--- src/verilog/framer_defines.svh ---
// offsets, field positions, reset values and link characters of the framer
`ifndef FRAMER_DEFINES_SVH
`define FRAMER_DEFINES_SVH
// ==========================================
// register indices (byte address = 4 * index)
`define IDX_FRAMES_PER_MF 10'h1C5
`define IDX_CONV_COUNT 10'h1C6
`define IDX_SAMPLES_PER_FRAME 10'h1C9
`define IDX_RESERVED_ONE 10'h1CB
`define IDX_RESERVED_TWO 10'h1CC
`define IDX_LANE0_ID 10'h1D0
`define IDX_LANE1_ID 10'h1D1
`define IDX_LANE0_CHECKSUM 10'h1D8
`define IDX_LANE1_CHECKSUM 10'h1D9
`define IDX_QUEUE_START 10'h1E0
`define IDX_SWAP 10'h1E1
`define IDX_POWER_DELAY 10'h1E2
`define IDX_IF_CONTROL0 10'h1E3
`define IDX_IF_CONTROL1 10'h1E4
`define IDX_REPEAT_COUNT 10'h1E6
`define IDX_STATUS 10'h1F0
// ==========================================
// reset values
`define RST_FRAMES_PER_MF 8'h1F
`define RST_CONV_COUNT 8'h01
`define RST_SAMPLES_PER_FRAME 8'h00
`define RST_LANE0_ID 8'h00
`define RST_LANE1_ID 8'h01
`define RST_LANE0_CHECKSUM 8'h44
`define RST_LANE1_CHECKSUM 8'h45
`define RST_IF_CONTROL0 8'h14
`define RST_ZERO 8'h00
// ==========================================
// field positions
`define POS_QUEUE_ENABLE 0
`define POS_CONV0_SWAP 4
`define POS_CONV1_SWAP 5
`define POS_LANE0_SWAP 0
`define POS_LANE1_SWAP 1
`define POS_DELAY_LO 4
`define POS_DELAY_HI 7
`define POS_TEST_SAMPLE 5
`define POS_LANE_SYNC 4
`define POS_MODE_LO 2
`define POS_MODE_HI 3
`define POS_ALIGN_OFF 1
`define POS_SYNC_INVERT 5
// ==========================================
// alignment modes and link characters
`define MODE_NORMAL 2'h1
`define MODE_CONTINUOUS 2'h3
`define CHAR_SYNC 16'h00BC
`define CHAR_MF_START 16'h001C
`define CHAR_ALIGN 16'h007C
`endif

--- src/verilog/framer_pkg.sv ---
// types shared by the framer
package framer_pkg;
   typedef struct packed {
      logic [15:0] q;
      logic [15:0] i;
   } sample_pair_t;
   typedef struct packed {
      logic valid;
      logic ctrl;
      logic [15:0] data;
   } lane_word_t;
   typedef enum logic [2:0] {
      ST_IDLE,
      ST_SYNC,
      ST_DELAY,
      ST_ALIGN,
      ST_DATA
   } link_state_t;
endpackage

--- src/verilog/serial_link_framer_config.sv ---
// transmit framer with avalon register file, sample fifo and lane sequencing
//
// Summary of operation
// - frames per multiframe is field plus one
// - converter count code 1 means two converters
// - samples per frame must stay zero
// - five-bit lane identifiers, lane1 resets to one
// - per-lane checksum, resets 0x44 and 0x45
// - lane queue starts only once enabled
// - swap bits pick converter sources
// - swap bits pick physical lane sources
// - alignment starts at next multiframe after release
// - start delay postpones by multiframe periods
// - power-down bits silence each lane
// - test-sample bit sends transport test samples
// - lane sync enable bit, default on
// - mode 01 normal, 11 continuous alignment
// - alignment character insertion, one disables
// - sync request active low unless inverted
// - alignment sent repeat count plus one
`timescale 1ns/1ps
`include "framer_defines.svh"

// ==========================================
// sample fifo
module sample_fifo #(
   parameter int WIDTH = 32,
   parameter int DEPTH = 16
) (
   // clock and reset
   input wire logic clk,
   input wire logic rst,
   // fill side
   input wire logic inValid,
   output logic inReady,
   input wire logic [WIDTH-1:0] inData,
   // drain side
   output logic outValid,
   input wire logic outReady,
   output logic [WIDTH-1:0] outData
);
   localparam int AW = $clog2(DEPTH);
   logic [WIDTH-1:0] mem_r [DEPTH];
   logic [AW-1:0] wrPtr_r;
   logic [AW-1:0] rdPtr_r;
   logic [AW:0] count_r;
   logic [AW:0] count_nxt;
   logic push;
   logic pop;

   if (DEPTH < 2 || (DEPTH & (DEPTH - 1)) != 0) begin : g_chk
      $error("sample_fifo depth must be a power of two, at least 2");
   end

   assign push = inValid && inReady;
   assign pop = outValid && outReady;
   assign outData = mem_r[rdPtr_r];

   always_comb begin
      count_nxt = count_r;
      if (push && !pop) begin
         count_nxt = count_r + 1'b1;
      end else if (pop && !push) begin
         count_nxt = count_r - 1'b1;
      end
   end

   always_ff @(posedge clk or posedge rst) begin
      if (rst) begin
         count_r <= '0;
         inReady <= 1'b0;
         outValid <= 1'b0;
      end else begin
         count_r <= count_nxt;
         inReady <= (count_nxt != (AW+1)'(DEPTH));
         outValid <= (count_nxt != '0);
      end
   end

   always_ff @(posedge clk or posedge rst) begin
      if (rst) begin
         wrPtr_r <= '0;
         rdPtr_r <= '0;
      end else begin
         if (push) begin
            wrPtr_r <= wrPtr_r + 1'b1;
         end
         if (pop) begin
            rdPtr_r <= rdPtr_r + 1'b1;
         end
      end
   end

   always_ff @(posedge clk) begin
      if (push) begin
         mem_r[wrPtr_r] <= inData;
      end
   end
endmodule

// ==========================================
// framer top
module serial_link_framer_config
   import framer_pkg::*;
#(
   parameter int FIFO_DEPTH = 16
) (
   // clock and reset
   input wire logic clk,
   input wire logic rst,
   // avalon-mm slave
   input wire logic [11:0] address,
   input wire logic read,
   input wire logic write,
   input wire logic [31:0] writedata,
   output logic [31:0] readdata,
   output logic waitrequest,
   // sample stream
   input wire logic sampleValid,
   output logic sampleReady,
   input wire sample_pair_t sampleIn,
   // link pins
   input wire logic linkSyncRequestIn,
   output lane_word_t laneOut0,
   output lane_word_t laneOut1,
   output logic [1:0] lanePhyPowerDown
);
   // ==========================================
   // register file
   logic [7:0] framesPerMf_r;
   logic [7:0] convCount_r;
   logic [7:0] samplesPerFrame_r;
   logic [7:0] reservedOne_r;
   logic [7:0] reservedTwo_r;
   logic [7:0] lane0Id_r;
   logic [7:0] lane1Id_r;
   logic [7:0] lane0Checksum_r;
   logic [7:0] lane1Checksum_r;
   logic [7:0] queueStart_r;
   logic [7:0] swap_r;
   logic [7:0] powerDelay_r;
   logic [7:0] ifControl0_r;
   logic [7:0] ifControl1_r;
   logic [7:0] repeatCount_r;
   logic [9:0] index;
   logic doWrite;
   logic [7:0] rdByte;
   link_state_t state_r;

   assign index = address[11:2];
   assign doWrite = write && !waitrequest;

   // one wait cycle, answer on the second
   always_ff @(posedge clk or posedge rst) begin
      if (rst) begin
         waitrequest <= 1'b1;
      end else begin
         waitrequest <= !((read || write) && waitrequest);
      end
   end

   always_ff @(posedge clk or posedge rst) begin
      if (rst) begin
         framesPerMf_r <= `RST_FRAMES_PER_MF;
         convCount_r <= `RST_CONV_COUNT;
         samplesPerFrame_r <= `RST_SAMPLES_PER_FRAME;
         reservedOne_r <= `RST_ZERO;
         reservedTwo_r <= `RST_ZERO;
         lane0Id_r <= `RST_LANE0_ID;
         lane1Id_r <= `RST_LANE1_ID;
         lane0Checksum_r <= `RST_LANE0_CHECKSUM;
         lane1Checksum_r <= `RST_LANE1_CHECKSUM;
         queueStart_r <= `RST_ZERO;
         swap_r <= `RST_ZERO;
         powerDelay_r <= `RST_ZERO;
         ifControl0_r <= `RST_IF_CONTROL0;
         ifControl1_r <= `RST_ZERO;
         repeatCount_r <= `RST_ZERO;
      end else if (doWrite) begin
         case (index)
            `IDX_FRAMES_PER_MF: framesPerMf_r <= writedata[7:0];
            `IDX_CONV_COUNT: convCount_r <= writedata[7:0];
            `IDX_SAMPLES_PER_FRAME: samplesPerFrame_r <= writedata[7:0];
            `IDX_RESERVED_ONE: reservedOne_r <= writedata[7:0];
            `IDX_RESERVED_TWO: reservedTwo_r <= writedata[7:0];
            `IDX_LANE0_ID: lane0Id_r <= writedata[7:0];
            `IDX_LANE1_ID: lane1Id_r <= writedata[7:0];
            `IDX_LANE0_CHECKSUM: lane0Checksum_r <= writedata[7:0];
            `IDX_LANE1_CHECKSUM: lane1Checksum_r <= writedata[7:0];
            `IDX_QUEUE_START: queueStart_r <= writedata[7:0];
            `IDX_SWAP: swap_r <= writedata[7:0];
            `IDX_POWER_DELAY: powerDelay_r <= writedata[7:0];
            `IDX_IF_CONTROL0: ifControl0_r <= writedata[7:0];
            `IDX_IF_CONTROL1: ifControl1_r <= writedata[7:0];
            `IDX_REPEAT_COUNT: repeatCount_r <= writedata[7:0];
            default: ;
         endcase
      end
   end

   always_comb begin
      case (index)
         `IDX_FRAMES_PER_MF: rdByte = framesPerMf_r;
         `IDX_CONV_COUNT: rdByte = convCount_r;
         `IDX_SAMPLES_PER_FRAME: rdByte = samplesPerFrame_r;
         `IDX_RESERVED_ONE: rdByte = reservedOne_r;
         `IDX_RESERVED_TWO: rdByte = reservedTwo_r;
         `IDX_LANE0_ID: rdByte = lane0Id_r;
         `IDX_LANE1_ID: rdByte = lane1Id_r;
         `IDX_LANE0_CHECKSUM: rdByte = lane0Checksum_r;
         `IDX_LANE1_CHECKSUM: rdByte = lane1Checksum_r;
         `IDX_QUEUE_START: rdByte = queueStart_r;
         `IDX_SWAP: rdByte = swap_r;
         `IDX_POWER_DELAY: rdByte = powerDelay_r;
         `IDX_IF_CONTROL0: rdByte = ifControl0_r;
         `IDX_IF_CONTROL1: rdByte = ifControl1_r;
         `IDX_REPEAT_COUNT: rdByte = repeatCount_r;
         `IDX_STATUS: rdByte = {5'h00, state_r};
         default: rdByte = 8'h00;
      endcase
   end

   always_ff @(posedge clk or posedge rst) begin
      if (rst) begin
         readdata <= 32'h00000000;
      end else if (read && waitrequest) begin
         readdata <= {24'h000000, rdByte};
      end
   end

   // ==========================================
   // control fields
   logic queueEnable;
   logic [4:0] kField;
   logic [3:0] startDelay;
   logic [1:0] alignMode;
   logic testSamples;
   logic syncEnable;
   logic alignOff;

   assign queueEnable = queueStart_r[`POS_QUEUE_ENABLE];
   assign kField = framesPerMf_r[4:0];
   assign startDelay = powerDelay_r[`POS_DELAY_HI:`POS_DELAY_LO];
   assign alignMode = ifControl0_r[`POS_MODE_HI:`POS_MODE_LO];
   assign testSamples = ifControl0_r[`POS_TEST_SAMPLE];
   assign syncEnable = ifControl0_r[`POS_LANE_SYNC];
   assign alignOff = ifControl0_r[`POS_ALIGN_OFF];

   // ==========================================
   // sync request pin
   logic syncMeta_r;
   logic syncPin_r;
   logic syncRequest;

   always_ff @(posedge clk or posedge rst) begin
      if (rst) begin
         syncMeta_r <= 1'b1;
         syncPin_r <= 1'b1;
      end else begin
         syncMeta_r <= linkSyncRequestIn;
         syncPin_r <= syncMeta_r;
      end
   end

   // disabled lane sync ignores the pin
   assign syncRequest = syncEnable &&
      (ifControl1_r[`POS_SYNC_INVERT] ? syncPin_r : !syncPin_r);

   // ==========================================
   // sample path
   sample_pair_t swapped;
   sample_pair_t fifoIn;
   sample_pair_t fifoOut;
   logic fifoOutValid;
   logic fifoPop;
   logic [15:0] ramp_r;

   always_comb begin
      swapped.i = swap_r[`POS_CONV0_SWAP] ? sampleIn.q : sampleIn.i;
      swapped.q = swap_r[`POS_CONV1_SWAP] ? sampleIn.i : sampleIn.q;
      fifoIn = swapped;
      if (testSamples) begin
         fifoIn.i = ramp_r;
         fifoIn.q = ramp_r;
      end
   end

   always_ff @(posedge clk or posedge rst) begin
      if (rst) begin
         ramp_r <= 16'h0000;
      end else if (testSamples && sampleReady) begin
         ramp_r <= ramp_r + 16'h0001;
      end
   end

   sample_fifo #(
      .WIDTH($bits(sample_pair_t)),
      .DEPTH(FIFO_DEPTH)
   ) u_fifo (
      .clk(clk),
      .rst(rst),
      .inValid(testSamples || sampleValid),
      .inReady(sampleReady),
      .inData(fifoIn),
      .outValid(fifoOutValid),
      .outReady(fifoPop),
      .outData(fifoOut)
   );

   // ==========================================
   // multiframe clock
   logic [4:0] frameCnt_r;
   logic lastFrame;

   assign lastFrame = (frameCnt_r >= kField);

   always_ff @(posedge clk or posedge rst) begin
      if (rst) begin
         frameCnt_r <= 5'h00;
      end else if (lastFrame) begin
         frameCnt_r <= 5'h00;
      end else begin
         frameCnt_r <= frameCnt_r + 5'h01;
      end
   end

   // ==========================================
   // link sequencer
   logic [3:0] delayCnt_r;
   logic [7:0] alignMf_r;

   always_ff @(posedge clk or posedge rst) begin
      if (rst) begin
         state_r <= ST_IDLE;
         delayCnt_r <= 4'h0;
         alignMf_r <= 8'h00;
      end else if (!queueEnable) begin
         state_r <= ST_IDLE;
      end else begin
         case (state_r)
            ST_IDLE: state_r <= ST_SYNC;
            ST_SYNC: begin
               if (!syncRequest && lastFrame) begin
                  alignMf_r <= 8'h00;
                  delayCnt_r <= startDelay;
                  if (startDelay != 4'h0) begin
                     state_r <= ST_DELAY;
                  end else if (alignMode[0]) begin
                     state_r <= ST_ALIGN;
                  end else begin
                     state_r <= ST_DATA;
                  end
               end
            end
            ST_DELAY: begin
               if (syncRequest) begin
                  state_r <= ST_SYNC;
               end else if (lastFrame) begin
                  delayCnt_r <= delayCnt_r - 4'h1;
                  if (delayCnt_r == 4'h1) begin
                     state_r <= alignMode[0] ? ST_ALIGN : ST_DATA;
                  end
               end
            end
            ST_ALIGN: begin
               if (syncRequest) begin
                  state_r <= ST_SYNC;
               end else if (lastFrame) begin
                  alignMf_r <= alignMf_r + 8'h01;
                  if (alignMode == `MODE_CONTINUOUS) begin
                     alignMf_r <= 8'h00;
                  end else if (alignMf_r == repeatCount_r) begin
                     state_r <= ST_DATA;
                  end
               end
            end
            ST_DATA: begin
               if (syncRequest) begin
                  state_r <= ST_SYNC;
               end
            end
            default: state_r <= ST_IDLE;
         endcase
      end
   end

   // ==========================================
   // lane words
   lane_word_t frame0;
   lane_word_t frame1;
   lane_word_t phys0;
   lane_word_t phys1;
   logic [15:0] prev0_r;
   logic [15:0] prev1_r;

   assign fifoPop = (state_r == ST_DATA) && fifoOutValid;

   always_comb begin
      frame0 = '{valid: 1'b1, ctrl: 1'b1, data: `CHAR_SYNC};
      frame1 = frame0;
      case (state_r)
         ST_IDLE: begin
            frame0 = '0;
            frame1 = '0;
         end
         ST_ALIGN: begin
            if (frameCnt_r == 5'h00) begin
               frame0.data = `CHAR_MF_START;
               frame1.data = `CHAR_MF_START;
            end else if (lastFrame) begin
               frame0.data = `CHAR_ALIGN;
               frame1.data = `CHAR_ALIGN;
            end else begin
               frame0.ctrl = 1'b0;
               frame1.ctrl = 1'b0;
               frame0.data = {lane0Checksum_r, 3'h0, lane0Id_r[4:0]};
               frame1.data = {lane1Checksum_r, 3'h0, lane1Id_r[4:0]};
            end
         end
         ST_DATA: begin
            if (fifoOutValid) begin
               frame0 = '{valid: 1'b1, ctrl: 1'b0, data: fifoOut.i};
               frame1 = '{valid: 1'b1, ctrl: 1'b0, data: fifoOut.q};
               // repeated last sample becomes the alignment character
               if (lastFrame && !alignOff && fifoOut.i == prev0_r) begin
                  frame0 = '{valid: 1'b1, ctrl: 1'b1, data: `CHAR_ALIGN};
               end
               if (lastFrame && !alignOff && fifoOut.q == prev1_r) begin
                  frame1 = '{valid: 1'b1, ctrl: 1'b1, data: `CHAR_ALIGN};
               end
            end
         end
         default: ;
      endcase
      phys0 = swap_r[`POS_LANE0_SWAP] ? frame1 : frame0;
      phys1 = swap_r[`POS_LANE1_SWAP] ? frame0 : frame1;
      if (lanePhyPowerDown[0]) begin
         phys0 = '0;
      end
      if (lanePhyPowerDown[1]) begin
         phys1 = '0;
      end
   end

   always_ff @(posedge clk or posedge rst) begin
      if (rst) begin
         prev0_r <= 16'h0000;
         prev1_r <= 16'h0000;
      end else if (fifoPop) begin
         prev0_r <= fifoOut.i;
         prev1_r <= fifoOut.q;
      end
   end

   always_ff @(posedge clk or posedge rst) begin
      if (rst) begin
         laneOut0 <= '0;
         laneOut1 <= '0;
         lanePhyPowerDown <= 2'h0;
      end else begin
         laneOut0 <= phys0;
         laneOut1 <= phys1;
         lanePhyPowerDown <= powerDelay_r[1:0];
      end
   end
endmodule
--- config.mk ---
export PLATFORM = sky130hd
export DESIGN_NAME = serial_link_framer_config
export DESIGN_NICKNAME = d
export VERILOG_FILES = /design/src/verilog/framer_pkg.sv /design/src/verilog/serial_link_framer_config.sv
export VERILOG_INCLUDE_DIRS = /design/src /design/src/verilog
export SDC_FILE = /design/constraint.sdc
export NUM_CORES = 1
export LEC_CHECK = 0
export ABC_AREA = 1
export BUFFER_PORTS_ARGS = -buffer_cell sky130_fd_sc_hd__buf_2
export CORE_ASPECT_RATIO = 1.25
export CORE_MARGIN = 8
export CORE_UTILIZATION = 45
export CTS_CLUSTER_DIAMETER = 40
export DETAILED_ROUTE_END_ITERATION = 6
export PLACE_DENSITY = 0.62
export RECOVER_POWER = 25
export SYNTH_ARGS = -nofsm -noshare
export SYNTH_HDL_FRONTEND = slang
export SYNTH_HIERARCHICAL = 1
export SYNTH_SLANG_ARGS = --single-unit
--- constraint.sdc ---
create_clock -name clk -period 19.22 [get_ports clk]
set_clock_uncertainty 0.1 [all_clocks]
set_input_delay 1.922 -clock clk [delete_from_list [all_inputs] [get_ports clk]]
set_output_delay 1.922 -clock clk [all_outputs]
set_load 0.01 [all_outputs]
Yosys cells after proc, flatten, opt, wreduce, memory -nomap -nowiden. Memory sizes are Yosys's and may differ from the RTL's. Index checks and enable logic that the tools add are counted. W data, S select, Z words.

Add/sub/neg operators: 8. Multipliers: 0. Div/mod/pow operators: 0. Order comparisons: 1. Equal/unequal tests: 38. Shifts and indexed selects: 0. Multiplexer cells: 50. Bitwise logic cells: 0. Reductions and logical operators: 47.

Operator list (count): $eq A10 B9 Y1 const B (16); $pmux W8 S16 (1); $pmux W17 S3 (2); $mux W16 (6); $mux W18 (5); $mux W17 (3); $mux W3 (12); $eq A16 B16 Y1 (2); $mux W32 (1); $mux W8 (4); $reduce_and A2 Y1 (15); $ne A4 B4 Y1 const B (5); $add A16 B1 Y16 const B (1); $pmux W8 S2 (1); $mux W5 (3); $pmux W3 S5 (1); $logic_and A1 B1 Y1 (14); $mux W4 (3); $add A5 B1 Y5 const B (2); $ne A2 B2 Y1 const B (5); $reduce_and A5 Y1 (2); $add A4 B1 Y4 const B (2); $add A8 B1 Y8 const B (1); $eq A8 B8 Y1 (1); 21 further kinds (36).

Register bits after elaboration: 252. Latch bits: 0. Memory bits (writable): 512. Bits in read-only memories: 0. Output and inout port bits: 72. Word-level logic and storage cells: 183. Memories: 1.

Memories: u_fifo.mem_r (depth 16, width 32, read ports 1, clocked after Yosys merged registers in 0, write ports 1, RTL line serial_link_framer_config.sv:43) `logic [WIDTH-1:0] mem_r [DEPTH];`.

Depth between registers and ports, before layout. Gate-level depths: netlist of run 1.

Word-level depth: 8. Gate-level depth with buffers: 26. Depth with buffers taken out: 22.

Hierarchy. Netlist of run 1, hierarchy kept.

By module, submodules not included: sample_fifo (instances 1, cells each 1830, area each 21353.0 µm²); serial_link_framer_config (instances 1, cells each 1702, area each 12708.4 µm²).

Least setup slack after synthesis of run 1. OpenSTA, ideal clock, no wires.

Path kind: input to register. Start point: in sampleValid. End point: mem u_fifo.mem_r[11][0] (enable). Arrival time: 3.878 ns. Required time: 18.699 ns. Setup slack: 14.821 ns. Cell stages on the path: 6. Buffers on the path: 1. Cell sequence: or2_2 > nand2_1 > inv_1 > buf_2 > nand2_1 > nor2_1.

Word-level cells in the longest chain between the ends: 4.

RTL lines: start, declared (RTL line serial_link_framer_config.sv:119) `input wire logic sampleValid,`; $logic_or A1 B1 Y1 (RTL line serial_link_framer_config.sv:302) `.inValid(testSamples || sampleValid),`; $logic_and A1 B1 Y1 (RTL line serial_link_framer_config.sv:55) `assign push = inValid && inReady;`; $mux W1 (RTL line serial_link_framer_config.sv:95) `if (push) begin`; $mux W1 (implied by the code) (RTL line serial_link_framer_config.sv:96) `mem_r[wrPtr_r] <= inData;`; end, declared (RTL line serial_link_framer_config.sv:43).

Every way passes these cells.

==> run_results.csv, run 1 <==
group,metric,value,unit
outcome,status,"finished, violations left",
outcome,violations,"capacitance limit, slew limit",
die,core-area,75500,sq um
cts,numClockSinks,764,
yosys,synth_cell_types,46,
sta,setup_viol,0,
global_routing,grt_pass1_vias,23780,
drt,dr.pass1.iters,6,
critical_path,path_class,"primary input to async pin",
critical_path,max_stage_delay,3.53,ns
layout,fillers,6887,
drt,vias_per_cell,5.334,
cts,cts.path.max_buffers,3,
placed_design,gp_congestion,0.9421,
die,start_util,45.11,%
flow_run,cap_violations,2,
sta,post-route-min-period,6.267,ns
sta,finalCritPeriodShare,32.61,%
sta,relSlewSlack,-334.2,%
sta,finalHoldViolCount,0,
critical_path,crit_chain,"clkbuf_1, clkinvlp_2",
critical_path,timing.rr.end,"laneOut1[3]",
layout,instances_no_fill,4673,
die,fp.dieW,262.1,microns
yosys,ys_warn_count,6,
critical_path,timing.rr.start,"u_fifo/rdPtr_r[0]",
cts,h-tree-depth,3,
die,std_cell_rows,113,
placed_design,dp.cells,4508,
global_routing,grt_max_degree,140,
die,die_y,323.6,microns
critical_path,cp_slowest_cell,"clkinvlp_2",
cts,cts_buffers,89,
cts,clock_latency,0.65,ns
global_routing,antenna_found_initial,3,
layout,syn2layout_area_growth,12.96,%
power,power.density,102.8,nW/um^2
layout,drive_above_1_share,9.794,%
critical_path,cp.required,18.68,ns
layout,num_antenna_cells,0,
critical_path,r2r_cells,22,
layout,mostFrequentLayoutCells,"845 x nand2_1, 578 x nor2_1, 512 x edfxtp_1, 414 x o21ai_0, 232 x dfrtp_1",
critical_path,worstPathMaxFanout,139,
yosys,synth-seq-cells,764,
cts,cts-root-buf,"clkbuf_16",
yosys,syn_area,34060,sq um
critical_path,crit_path_start,"rst",
yosys,synth_edf_count,512,
yosys,synthCells,3532,
die,die_area,84810,sq um
drt,wire_per_inst,19.80,microns
placed_design,port_buffers,103,
yosys,syn_avg_cell_area,9.644,sq um
global_routing,grt_pass1_wl,139300,microns
die,ioPinCount,154,
sta,tightest_slew,6.478,ns
drt,drt_wl_total,92550,microns
critical_path,path_delay_family,"buffers and inverters",
critical_path,cp_num_buf_inv,2,
power,p_leak,15.56,nW
sta,max_freq,159.6,MHz
sta,drv_slew,188,
yosys,yosys_most_used_dff,"edfxtp_1",
cts,cts_tree,"done",
drt,num_vias,24926,
cts,cts_resized,0,
critical_path,cp-start-kind,"primary input",
drt,drtAntennaViolNets,0,
yosys,ys_async_sr_fraction,32.98,%
hold_path,hold_path_class,"flip-flop to flip-flop",
sta,rsz0062_at_grt,"no",
power,peakVddDrop,123.9,uV
cts,cts_hold_buf,0,
critical_path,reg2reg_slack,13.64,ns
critical_path,cp.depth,2,
drt,drc,0,
sta,final.setup.tns,0,ns
critical_path,crit_path_end_kind,"async pin",
global_routing,grt_usage,21.61,%
global_routing,overflow,0,
critical_path,cp.arrival,5.73,ns
critical_path,crit_path_end,"lane0Id_r[4]",
cts,post_cts_buffers,0,
drt,drt_iter0_drc,2172,
hold_path,whs_path_depth,0,
layout,final_common_cell,"nand2_1",
placed_design,dpl.hpwl,56620,microns
layout,nets,3722,
cts,clk_pin_slew,0.06,ns
yosys,seq_area_frac_synth,63.71,%
[report_power, final]
part	switching (W)	internal [W]	total, W
logic	0.000231	0.0000618	0.000293
clock network	0.000701	0.00104	0.00174
registers	0.0000320	0.00189	0.00192
total	0.000963	0.00299	0.00395
[logic make-up after synthesis]
kind of cell             after synthesis  share of synthesized area [%]
buffers and inverters                427                          5.481
AO/OA/AOI/OAI                        703                          10.74
flip-flops                           764                          63.71
XOR/XNOR                              26                         0.6686
other                                  1                        0.01101
AND/OR/NAND/NOR                     1593                          18.73
adder cells (fa/ha/maj)               18                         0.6612
[how the worst min path moves through the flow]
stage / from / endpoint / slack [ns]
CTS: syncMeta_r / syncPin_r / 0.26
detailed placement: syncMeta_r / syncPin_r / 0.25
global placement: syncMeta_r / syncPin_r / 0.25
floorplan: syncMeta_r / syncPin_r / 0.25
finish: syncMeta_r / syncPin_r / 0.25
global route: syncMeta_r / syncPin_r / 0.27
[stage by stage]
| stage | total power, W | setup slack [ns] | util, % | instance area (sq um) | hold WS [ns] |
|---|---|---|---|---|---|
| 2_1_floorplan | 0.002111 | 10.72 | - | 34150 | 0.2452 |
| 3_3_place_gp | 0.002241 | 13.70 | 47.05 | 35520 | 0.2460 |
| 3_5_place_dp | 0.002248 | 13.72 | 47.05 | 35520 | 0.2468 |
| 4_1_cts | 0.003982 | 13.68 | 51.10 | 38580 | 0.2555 |
| 5_1_grt | 0.004083 | 11.86 | 50.96 | 38480 | 0.2653 |
| 6_report | 0.003954 | 12.95 | 50.96 | 38480 | 0.2548 |
[flip-flops by register name, summed over array words and instances (netlist names), 16 cells and up]
name / cells
ramp_r: 16
u_fifo/mem_r: 512
prev1_r: 16
laneOut0: 18
prev0_r: 16
laneOut1: 18
[metal layers]
metal  global-route usage (%)  share of wire [%]
met4                    9.498                4.3
met2                    36.02                 48
met3                    3.610                6.8
met1                    27.71                 41
met5                        0                  0
[Yosys cell counts, types with 7 or more instances]
master / count / area, sq um
nand2_1: 844 / 3168
nor2_1: 594 / 2230
edfxtp_1: 512 / 15370
o21ai_0: 420 / 2102
dfrtp_1: 235 / 5881
inv_1: 221 / 829.6
o21ai_1: 192 / 960.9
clkbuf_1: 93 / 349.1
nand3_1: 79 / 395.4
buf_2: 46 / 230.2
buf_4: 39 / 292.8
a21oi_1: 35 / 175.2
nand4_1: 27 / 168.9
xor2_1: 23 / 201.4
ha_1: 18 / 225.2
dfstp_2: 17 / 446.7
o211ai_1: 16 / 120.1
o22ai_1: 15 / 93.84
o2111ai_1: 13 / 113.9
inv_2: 12 / 45.04
nor3_1: 12 / 60.06
nor3_4: 7 / 113.9
[cell type report]
class                   count  area, sq um  share of cell area, %
flip-flops and latches    764        21710                  56.42
inverters                 238        904.6                  2.351
repair buffers            165        897.1                  2.332
clock buffers             102         2276                  5.915
clock inverters            63        780.7                  2.029
well taps                 977         1222                  3.177
multi-input cells        2364        10690                  27.77
Note: power is estimated with default switching activity, not from simulation.
==> run 2: changes to the inputs <==
- ABC_AREA: 1 -> 0
- PLACE_DENSITY: 0.62 -> 0.65
- clock period: 19.22 -> 5.3 ns (I/O delays scaled with it)
==> run 2 against run 1 <==
The run still ends with capacitance limit, slew limit left; synthesized area fell by 3.6%; critical path type is now flip-flop to flip-flop; setup slack worse by 12 ns; critical endpoint is now laneOut0[1]; largest power group unchanged; routed wire length down 9.7%; via count decreased by 23%.
==> run_results.csv, run 2 <==
group,metric,value,unit
outcome,status,"finished, violations left",
outcome,violations,"capacitance limit, slew limit",
power,p_leak,13.55,nW
die,core-area,72120,sq um
layout,mostFrequentLayoutCells,"512 x edfxtp_1, 231 x dfrtp_1, 158 x nand2_1, 128 x mux4_2, 126 x mux2_2",
critical_path,cp.arrival,4.77,ns
cts,cts-root-buf,"clkbuf_16",
power,peakVddDrop,275.2,uV
sta,max_freq,226.8,MHz
yosys,synth_edf_count,512,
yosys,synth_top_cell_by_area,"edfxtp_1",
sta,finalCritPeriodShare,83.17,%
drt,drc,0,
critical_path,cp.required,5.67,ns
sta,post-route-min-period,4.408,ns
global_routing,grt_pass1_vias,19975,
cts,h-tree-depth,3,
layout,largest_reg_flops,512,
yosys,ys_warn_count,6,
cts,clock_latency,0.66,ns
cts,cts_tree,"done",
yosys,ys_async_sr_fraction,32.98,%
critical_path,path_delay_family,"compound AO/OA/AOI/OAI gates",
global_routing,grt_usage,20.17,%
drt,drtAntennaViolNets,0,
sta,setup_viol,0,
yosys,synth_area_leaders,"edfxtp_1 47%, dfrtp_1 18%, mux4_2 8.8%, mux2_2 4.3%, nand2_1 1.8%",
die,start_util,45.54,%
layout,fin_util,51.88,%
yosys,synth_common_cells,"512 x edfxtp_1, 235 x dfrtp_1, 158 x nand2_1",
yosys,synth-seq-cells,764,
die,fp.dieW,257.6,microns
critical_path,crit_chain,"buf_4, mux4_2, nor2b_1, a211oi_1, a21oi_1, xnor2_1, nand4_1, nor4_1, a31oi_2, a22oi_1, o22ai_1",
drt,vias_per_cell,5.881,
yosys,yosys_most_used_dff,"edfxtp_1",
layout,nets,2344,
power,switching_share,24.23,%
die,die_y,318.0,microns
layout,multi_input_area,10420,sq um
yosys,synth_top_area_share,46.81,%
global_routing,overflow,0,
layout,seq_area,21710,sq um
drt,dr.pass1.iters,5,
placed_design,dpl_worst_slack,0.9286,ns
global_routing,antenna_found_initial,1,
power,p_seq_share,48.8,%
critical_path,path_class,"flip-flop to flip-flop",
yosys,syn_area,32840,sq um
layout,fillers,5977,
cts,cts_resized,0,
yosys,syn_avg_cell_area,15.59,sq um
sta,fin_ws,0.8917,ns
critical_path,max_stage_delay,0.78,ns
yosys,synth_cell_types,79,
sta,fin_worst_hold_slack,0.04259,ns
sta,tightest_slew,2.279,ns
drt,drt_iter0_drc,1604,
die,std_cell_rows,110,
critical_path,cp-start-kind,"flip-flop",
cts,cts_hold_buf,3,
sta,rsz0062_at_grt,"no",
power,power_switching,0.003462,W
yosys,synthCells,2107,
power,cellInternalPower,0.01083,W
drt,num_vias,19266,
sta,drv_slew,289,
global_routing,grt_pass1_wl,126200,microns
yosys,seq_area_frac_synth,66.08,%
die,ioPinCount,154,
critical_path,worstPathMaxFanout,25,
global_routing,grt_max_degree,143,
power,p_comb_share,7.0,%
cts,cts.path.max_buffers,3,
sta,relSlewSlack,-51.94,%
layout,num_antenna_cells,0,
cts,post_cts_buffers,0,
placed_design,gp_congestion,0.8983,
cts,cts_buffers,95,
yosys,synth_most_common_cell,"edfxtp_1",
critical_path,crit_path_end_kind,"flip-flop",
layout,drive_above_1_share,24.27,%
flow_run,cap_violations,4,
cts,clk_pin_slew,0.06,ns
placed_design,dpl.hpwl,54220,microns
hold_path,hold_path_class,"primary input to flip-flop",
placed_design,port_buffers,103,
critical_path,cp_num_buf_inv,1,
drt,wire_per_inst,25.51,microns
cts,numClockSinks,764,
critical_path,cp_slowest_cell,"dfrtp_4",
sta,finalHoldViolCount,0,
layout,top_regs,"u_fifo/mem_r x512, laneOut0 x18, laneOut1 x18",
sta,final.setup.tns,0,ns
die,die_area,81940,sq um
power,clock_power_share,44.2,%
layout,syn2layout_area_growth,13.91,%
layout,largest_register,"u_fifo/mem_r",
drt,drt_wl_total,83560,microns
power,power.density,381.9,nW/um^2
layout,final_common_cell,"edfxtp_1",
## run 2: cell count changes after synthesis, sizes merged, moves of 18 or more
cell,previous run,this run
mux2i,0,46
a22oi,2,69
and2,1,19
nand3,82,31
nor2b,0,90
inv,234,24
mux2,0,126
nor2,601,89
clkbuf,94,53
xnor2,3,60
o21ai,612,40
a211oi,0,70
mux4,0,128
nand2,852,162
## run 2: final timing paths
kind | start | to | slack, ns | cells past startpoint
hold / removal | read | waitrequest | 0.04 | 2
setup / recovery | u_fifo/rdPtr_r[0] | laneOut0[1] | 0.89 | 11
setup reg to reg | u_fifo/rdPtr_r[0] | laneOut0[1] | 0.89 | 11
max in group asynchronous | rst | powerDelay_r[4] | 1.83 | 4
hold reg to reg | syncMeta_r | syncPin_r | 0.26 | 0
min in group asynchronous | rst | u_fifo/rdPtr_r[1] | 0.45 | 3
## run 2: kinds of logic (layout without fill, tap and decap cells)
kind of cell | after synthesis | after routing | share of synthesized area [%]
XOR/XNOR | 71 | 71 | 1.893
adder cells (fa/ha/maj) | 18 | 18 | 0.6858
AND/OR/NAND/NOR | 487 | 487 | 7.642
flip-flops | 764 | 764 | 66.08
multiplexers | 300 | 300 | 14.50
other | 1 | 24 | 0.01142
buffers and inverters | 155 | 349 | 2.499
AO/OA/AOI/OAI | 311 | 311 | 6.690
## run 2: routing by layer
metal	routed length (microns)	up-vias	share of wire, %	GRT usage (%)
met3	4694	171	5.6	2.710
met5	0	-	0	0
met4	3038	0	3.6	7.768
met2	42560	746	51	34.78
met1	33270	9971	40	25.68
li1	-	8378	-	-
## run 2: layout make-up
cell class	instances	share of cell area, %
tap	952	3.184
clock buffer	111	6.542
sequential	764	58.04
inverter	24	0.2441
multi-input combinational	1211	27.86
timing repair buffer	148	2.214
clock inverter	66	1.920
## run 2: per-stage QoR
stage | instances | power, W | cell area, sq um
after CTS | 3276 | 0.01441 | 37510
after global placement | 3096 | 0.008038 | 34310
after detailed placement | 3096 | 0.008105 | 34310
after global routing | 3276 | 0.01475 | 37410
after floorplan | 2130 | 0.007662 | 32930
final | 3276 | 0.01429 | 37410
## run 2: power by group through the flow
stage | Sequential (W) | Combinational (W) | Clock (W)
finish | 0.00698 | 0.000998 | 0.00631
global route | 0.00701 | 0.00108 | 0.00666
CTS | 0.00698 | 0.00102 | 0.00642
detailed placement | 0.00709 | 0.00101 | 0
global placement | 0.00706 | 0.000977 | 0
floorplan | 0.00705 | 0.000610 | 0
